**src/csc_pkg.sv**
```systemverilog
// Package for the configuration status and chaining handshake block
// ---------------------------------------------------------------------------
// ---------------------------------------------------------------------------
package csc_pkg;

  // Sequencer states
  typedef enum logic [2:0] {
    CSC_IDLE,
    CSC_LOAD,
    CSC_INIT,
    CSC_USER,
    CSC_ERROR
  } csc_state_e;

  // Synchronised pin inputs, travelling together
  typedef struct packed {
    logic complete_line;
    logic status_line;
    logic chain_en_n;
    logic reconfig_n;
  } csc_pins_s;

  // Pad outputs toward the chain and the serial memory
  typedef struct packed {
    logic complete_oe;
    logic status_oe;
    logic chain_out_n;
    logic serial_mem_command_out;
    logic serial_mem_sel_n;
  } csc_pads_s;

  // Init-phase clocks counted with the completion line high, before user mode
  localparam int unsigned CSC_INIT_CYCLES = 8;
  localparam int unsigned CSC_CNT_W       = 8;
  // Serial memory read command opcode, shifted out msb first
  localparam logic [7:0]  CSC_READ_OPCODE = 8'h03;
  localparam logic [2:0]  CSC_BIT_LAST    = 3'h7;
  localparam logic [1:0]  CSC_SYNC_RESET  = 2'h3;

endpackage // csc_pkg

```
**src/csc_handshake.sv**
```systemverilog
// Configuration status, chain enable and serial-memory control handshake
module csc_handshake #(
  parameter int unsigned INIT_CYCLES = csc_pkg::CSC_INIT_CYCLES
) (
  input  wire logic mclk,
  input  wire logic nrst,
  input  wire logic active_serial_mode,
  input  wire logic data_word_valid,
  input  wire logic data_last,
  input  wire logic data_error,
  input  wire logic config_complete_line_in,
  output logic      config_complete_line_out,
  output logic      config_complete_line_oe,
  input  wire logic status_line_in,
  output logic      status_line_out,
  output logic      status_line_oe,
  input  wire logic chain_enable_n,
  output logic      chain_enable_out_n,
  input  wire logic reconfig_request_n,
  output logic      serial_mem_command_out,
  output logic      serial_mem_select_n,
  output logic      user_mode
);

  // -------------------------------------------------------------------------
  // Input synchronisers
  // -------------------------------------------------------------------------
  logic [1:0]        sync_done_reg;
  logic [1:0]        sync_stat_reg;
  logic [1:0]        sync_ce_reg;
  logic [1:0]        sync_cfg_reg;
  csc_pkg::csc_pins_s pins;

  // Two stages per pin; only stage 1 is read by logic
  always_ff @(posedge mclk) begin
    if (!nrst) begin
      sync_done_reg <= '0;
      sync_stat_reg <= csc_pkg::CSC_SYNC_RESET;
      sync_ce_reg   <= csc_pkg::CSC_SYNC_RESET;
      sync_cfg_reg  <= csc_pkg::CSC_SYNC_RESET;
    end else begin
      sync_done_reg <= {sync_done_reg[0], config_complete_line_in};
      sync_stat_reg <= {sync_stat_reg[0], status_line_in};
      sync_ce_reg   <= {sync_ce_reg[0], chain_enable_n};
      sync_cfg_reg  <= {sync_cfg_reg[0], reconfig_request_n};
    end
  end

  assign pins.complete_line = sync_done_reg[1];
  assign pins.status_line   = sync_stat_reg[1];
  assign pins.chain_en_n    = sync_ce_reg[1];
  assign pins.reconfig_n    = sync_cfg_reg[1];

  // -------------------------------------------------------------------------
  // Sequencer
  // -------------------------------------------------------------------------
  localparam int unsigned CSC_CNT_W = csc_pkg::CSC_CNT_W;
  csc_pkg::csc_state_e    state_reg, state_next;
  logic [csc_pkg::CSC_CNT_W-1:0] cnt_reg, cnt_next;
  logic [2:0]             bit_reg, bit_next;
  logic                   cmd_sent_reg, cmd_sent_next;
  logic                   reconf_prev_reg, reconf_prev_next;
  logic                   own_err;

  // Error seen during loading: a data word flagged bad
  assign own_err = data_word_valid && data_error;

  always_comb begin
    state_next       = state_reg;
    cnt_next         = cnt_reg;
    bit_next         = bit_reg;
    cmd_sent_next    = cmd_sent_reg;
    reconf_prev_next = pins.reconfig_n;
    unique case (state_reg)
      csc_pkg::CSC_IDLE: begin
        cmd_sent_next = 1'b0;
        bit_next      = '0;
        if (!pins.chain_en_n && pins.reconfig_n && pins.status_line) begin
          state_next = csc_pkg::CSC_LOAD;
        end
      end
      csc_pkg::CSC_LOAD: begin
        // Read command goes out one bit per clock in serial mode
        if (active_serial_mode && !cmd_sent_reg) begin
          bit_next = bit_reg + 3'h1;
          if (bit_reg == csc_pkg::CSC_BIT_LAST) begin
            cmd_sent_next = 1'b1;
          end
        end
        if (own_err || !pins.status_line) begin
          state_next = csc_pkg::CSC_ERROR;
        end else if (pins.chain_en_n) begin
          state_next = csc_pkg::CSC_IDLE;
        end else if (data_word_valid && data_last) begin
          state_next = csc_pkg::CSC_INIT;
          cnt_next   = '0;
        end
      end
      csc_pkg::CSC_INIT: begin
        if (!pins.status_line) begin
          state_next = csc_pkg::CSC_ERROR;
        end else if (pins.complete_line) begin
          cnt_next = cnt_reg + 1'b1;
          if (cnt_reg == CSC_CNT_W'(INIT_CYCLES - 1)) begin
            state_next = csc_pkg::CSC_USER;
          end
        end
      end
      csc_pkg::CSC_USER: begin
        // Completion and status lines are ignored here
        if (reconf_prev_reg && !pins.reconfig_n) begin
          state_next = csc_pkg::CSC_IDLE;
        end
      end
      csc_pkg::CSC_ERROR: begin
        if (!pins.reconfig_n) begin
          state_next = csc_pkg::CSC_IDLE;
        end
      end
      default: state_next = csc_pkg::CSC_IDLE;
    endcase
    if (!pins.reconfig_n && state_reg != csc_pkg::CSC_USER) begin
      state_next = csc_pkg::CSC_IDLE;
    end
  end

  // Sequencer state registers
  always_ff @(posedge mclk) begin
    if (!nrst) begin
      state_reg       <= csc_pkg::CSC_IDLE;
      cnt_reg         <= '0;
      bit_reg         <= '0;
      cmd_sent_reg    <= 1'b0;
      reconf_prev_reg <= 1'b1;
    end else begin
      state_reg       <= state_next;
      cnt_reg         <= cnt_next;
      bit_reg         <= bit_next;
      cmd_sent_reg    <= cmd_sent_next;
      reconf_prev_reg <= reconf_prev_next;
    end
  end

  // -------------------------------------------------------------------------
  // Pad drivers
  // -------------------------------------------------------------------------
  csc_pkg::csc_pads_s pads_reg, pads_next;

  always_comb begin
    pads_next.complete_oe = (state_next == csc_pkg::CSC_IDLE) ||
                            (state_next == csc_pkg::CSC_LOAD) ||
                            (state_next == csc_pkg::CSC_ERROR);
    pads_next.status_oe   = (state_next == csc_pkg::CSC_ERROR);
    pads_next.chain_out_n = !((state_next == csc_pkg::CSC_INIT) ||
                              (state_next == csc_pkg::CSC_USER));
    pads_next.serial_mem_sel_n = !(active_serial_mode &&
                                   state_next == csc_pkg::CSC_LOAD);
    pads_next.serial_mem_command_out = (active_serial_mode &&
      state_next == csc_pkg::CSC_LOAD && !cmd_sent_next) ?
      csc_pkg::CSC_READ_OPCODE[csc_pkg::CSC_BIT_LAST - bit_next] : 1'b1;
  end

  always_ff @(posedge mclk) begin
    if (!nrst) begin
      pads_reg.complete_oe            <= 1'b1;
      pads_reg.status_oe              <= 1'b0;
      pads_reg.chain_out_n            <= 1'b1;
      pads_reg.serial_mem_sel_n       <= 1'b1;
      pads_reg.serial_mem_command_out <= 1'b1;
    end else begin
      pads_reg <= pads_next;
    end
  end

  // Open-drain lines only ever drive low
  assign config_complete_line_out = 1'b0;
  assign config_complete_line_oe  = pads_reg.complete_oe;
  assign status_line_out          = 1'b0;
  assign status_line_oe           = pads_reg.status_oe;
  assign chain_enable_out_n       = pads_reg.chain_out_n;
  assign serial_mem_command_out   = pads_reg.serial_mem_command_out;
  assign serial_mem_select_n      = pads_reg.serial_mem_sel_n;
  assign user_mode                = (state_reg == csc_pkg::CSC_USER);

  // -------------------------------------------------------------------------
  // Assertions
  // -------------------------------------------------------------------------
  AST_DONE_LOW_IN_LOAD: assert property (@(posedge mclk) disable iff (!nrst)
    state_reg == csc_pkg::CSC_LOAD |-> config_complete_line_oe)
    else $error("completion line released during load");

  AST_DONE_RELEASE: assert property (@(posedge mclk) disable iff (!nrst)
    $rose(state_reg == csc_pkg::CSC_INIT) |-> !config_complete_line_oe)
    else $error("completion line not released at init");

  AST_INIT_NEEDS_LINE: assert property (@(posedge mclk) disable iff (!nrst)
    state_reg == csc_pkg::CSC_INIT && !pins.complete_line && pins.status_line
    && pins.reconfig_n |=> state_reg == csc_pkg::CSC_INIT)
    else $error("init advanced while completion line low");

  AST_USER_HOLDS: assert property (@(posedge mclk) disable iff (!nrst)
    state_reg == csc_pkg::CSC_USER && !(reconf_prev_reg && !pins.reconfig_n)
    |=> state_reg == csc_pkg::CSC_USER)
    else $error("user mode left without reconfig request");

  AST_NO_LOAD_DISABLED: assert property (@(posedge mclk) disable iff (!nrst)
    state_reg == csc_pkg::CSC_IDLE && pins.chain_en_n
    |=> state_reg != csc_pkg::CSC_LOAD)
    else $error("load began while chain enable high");

  AST_CHAIN_OUT: assert property (@(posedge mclk) disable iff (!nrst)
    state_reg == csc_pkg::CSC_USER |-> !chain_enable_out_n)
    else $error("chain enable output high in user mode");

  AST_SEL_SERIAL_ONLY: assert property (@(posedge mclk) disable iff (!nrst)
    !active_serial_mode |=> serial_mem_select_n)
    else $error("serial memory selected outside serial mode");

  AST_ERR_DRIVE: assert property (@(posedge mclk) disable iff (!nrst)
    state_reg == csc_pkg::CSC_LOAD && own_err && pins.reconfig_n
    |=> status_line_oe)
    else $error("status line not pulled on error");

  AST_CMD_BIT: assert property (@(posedge mclk) disable iff (!nrst)
    $rose(!serial_mem_select_n) |-> !serial_mem_command_out)
    else $error("read command first bit wrong");

endmodule // csc_handshake

```
**config.mk**
```make
export PLATFORM = sky130hd
export DESIGN_NAME = csc_handshake
export DESIGN_NICKNAME = d
export VERILOG_FILES = /design/src/csc_pkg.sv /design/src/csc_handshake.sv
export SDC_FILE = /design/constraint.sdc
export NUM_CORES = 1
export LEC_CHECK = 0
export CAP_MARGIN = 15
export CELL_PAD_IN_SITES_DETAIL_PLACEMENT = 1
export CELL_PAD_IN_SITES_GLOBAL_PLACEMENT = 2
export CORE_MARGIN = 3
export CORE_UTILIZATION = 35
export CTS_CLUSTER_SIZE = 12
export DETAILED_ROUTE_END_ITERATION = 8
export DONT_BUFFER_PORTS = 1
export PLACE_DENSITY = 0.71
export SYNTH_ARGS = -nofsm -noshare
export SYNTH_HDL_FRONTEND = slang
export SYNTH_SLANG_ARGS = --single-unit
```
**constraint.sdc**
```tcl
create_clock -name mclk -period 3.7 [get_ports mclk]
set_clock_uncertainty 0.1 [all_clocks]
set_input_delay 0 -clock mclk [delete_from_list [all_inputs] [get_ports mclk]]
set_output_delay 0 -clock mclk [all_outputs]
set_load 0.02 [all_outputs]
```
==> results.md <==
- Crit path DAT: 2280 ps
- Register area share after synthesis: 44.7%
- Antenna violations before repair: 0
- CORE AREA: ~3400 um^2
- Vias in the first global route: ~1,000
- # DRC: 0
- Remaining global-route overflow: 0
- Crit share post-route: between 60% and 70%
- Fin Hold WS: 31.4 ps
- Routed vias: a little over 1,000
- LEAKAGE: about 0.50 nW
- H-tree depth: 2
- Global Route met2 Usage: a little over a fifth
- Row Count: 21
- Clk_lat worst skew: about 270 ps
- Most common cell after layout, fill and taps aside: dfxtp_1
- Synth Register Bits: 29
- Routed length per instance: 14.4 um
- Max Cap Violations: 0
- FF-to-FF path depth: 5
- Setup TNS: 0 ps
- Total Wirelength: ~2800 um
- IO Port Bufs: 0
- # IOs: 18
- Final Hold Fails: 0
- Main area contributors after synthesis: dfxtp_1, nand2b_1, xnor2_1, nor2_1, nor2b_1
- First-pass GRT wire length: about 4700 um
- Post-route design area: 1470 um^2
- Measured slew at the worst slew-check pin: 726 ps
- Clock sink count: 29
- Synth area leader: dfxtp_1
- Post-synth ARST share: 0%
- Worst EP required: 3750 ps
- Most used flip-flop cell after synthesis: dfxtp_1
- Num CTS Buffers: 5
- Die Ht: roughly 67 um
- Layout cells sized above 1: roughly a tenth
- PwrDens: 410 nW/um^2
- Post-synth EDFFs: 0
- Gate Count Post-Synth: between 100 and 150
- Worst Setup End Kind: register
- RSZ-0062 raised after global routing: false
- Final setup viols: 0
- Status: finished clean
- Final-layout fill cell count: 404
- Syn Area/Cell: just over 9 um^2
- Pins Over Slew Limit: 0
- Max reg flops: 8
- Crit Path Class: reg -> reg
- Peak VDD IR: approximately 0.19 mV
- Post-layout nets: 162
- Post-route ant nets: 0
- Die width: around 67 um
- Met1 usage: between 10% and 20%
- Initial Util: 37.7%
- Post-CTS sizing: 0
- Critical path startpoint category: register
- GPL Wtd Cong: 0.854
- Initial drt markers: 56
- CP Max Fanout: 12
- Fin crit period: roughly 2200 ps
- Area grow syn2layout: 12.8%
- CTS tree: done
- Gr usage total: roughly 14%
- M3 GR Usage: 5.40%
- HPWL after DPL: 2010 um
- Post-Syn Area: around 1300 um^2
- YS warnings: 0
- Reg clk slew, reported paths: about 60 ps
- Grt peak-use layer: met2
- Hold Crit Depth: 3
- Synth top area share: 44.7%
- Maximum clock path buffer count: 2
- Worst Hold Class: in -> reg
- Largest net degree at the start of global routing: 16
- Die area: between 4000 and 5000 um^2
- Fmax: 450 MHz
- Slew Limit Headroom: about half
- ANT cells: 0
- Dpl cell area: 1320 um^2
- Root Driver: clkbuf_8
- TritonRoute pass-1 iters: 4
- Via density: ~5.2
- Most frequent cells in the layout: dfxtp_1, nor2_1, nand2b_1
- Post-synth cell types: 38
-- final timing paths --
kind / startpoint / to / slack, ps
worst max register to register: state_reg[0]$_SDFF_PN0_ / cnt_reg[0]$_SDFFE_PN0P_ / 1480
worst min register to register: sync_cfg_reg[0]$_SDFF_PN1_ / sync_cfg_reg[1]$_SDFF_PN1_ / 310
worst max-delay path: state_reg[0]$_SDFF_PN0_ / cnt_reg[0]$_SDFFE_PN0P_ / 1480
worst min-delay path: data_error / serial_mem_select_n$_SDFF_PN1_ / 30
-- cell usage after synthesis, drive strengths merged, types with 2 or more instances --
master   n
nor2    14
inv      2
nand4    5
and2     3
ha       3
a22oi    2
buf      3
or2      2
nand3    7
nor3b    3
nand2b  10
a21oi    5
nand2    8
a31oi    2
dfxtp   29
nor2b    7
nor3     4
clkbuf   4
xnor2    7
o21ai    6
nor4b    3
-- cells by family after synthesis --
| group | count (synthesis) | synth area share, % |
|---|---|---|
| other | 1 | 0.289 |
| flip-flops | 29 | 44.7 |
| XOR/XNOR | 7 | 4.72 |
| buffers and inverters | 9 | 3.76 |
| adder cells (fa/ha/maj) | 3 | 2.89 |
| AND/OR/NAND/NOR | 72 | 33.1 |
| AO/OA/AOI/OAI | 21 | 10.5 |
-- worst max-delay path, stage by stage (launching register included) --
cell and delay, ps:
dfxtp_1 550, or3b_4 460, a21oi_1 580, nor2_1 160, xnor2_1 200, nor2_1 50
-- area by class of cell --
cell class	instances	area, um^2	area share, %
Timing Repair Buffer	6	60.1	4.10
Clock buffer	7	86.3	5.89
Sequential cell	29	581	39.6
Multi-Input combinational cell	105	673	45.9
Inverter	2	7.51	0.512
Tap cell	46	57.6	3.93
-- per-layer routing --
metal  routed length (um)  vias up
li1                     -      502
met1                 1380      487
met2                 1290       20
met3                  106        4
met4                   31        0
met5                    0        -
-- metrics by stage --
step                      utilization (%)  total power (W)  instances  setup slack (ps)
after floorplan                         -         0.000347        143              1790
after global placement               38.3         0.000348        182              1620
after detailed placement             38.3         0.000349        182              1510
after CTS                            42.6         0.000613        195              1480
after global routing                 42.6         0.000630        195              1300
final                                42.6         0.000601        195              1480
-- timing repair --
item | 4_1_cts | 5_1_grt
buffers inserted | 0 | 0
hold endpoints to repair | 29 | 0
hold buffers | 6 | 0
-- power by group --
part           leakage [nW]  switching [W]  internal (W)
clock network        0.0443       0.000104      0.000147
registers             0.236     0.00000479      0.000318
logic                 0.223      0.0000151     0.0000120
No activity file was read; power rests on OpenSTA's default activity.
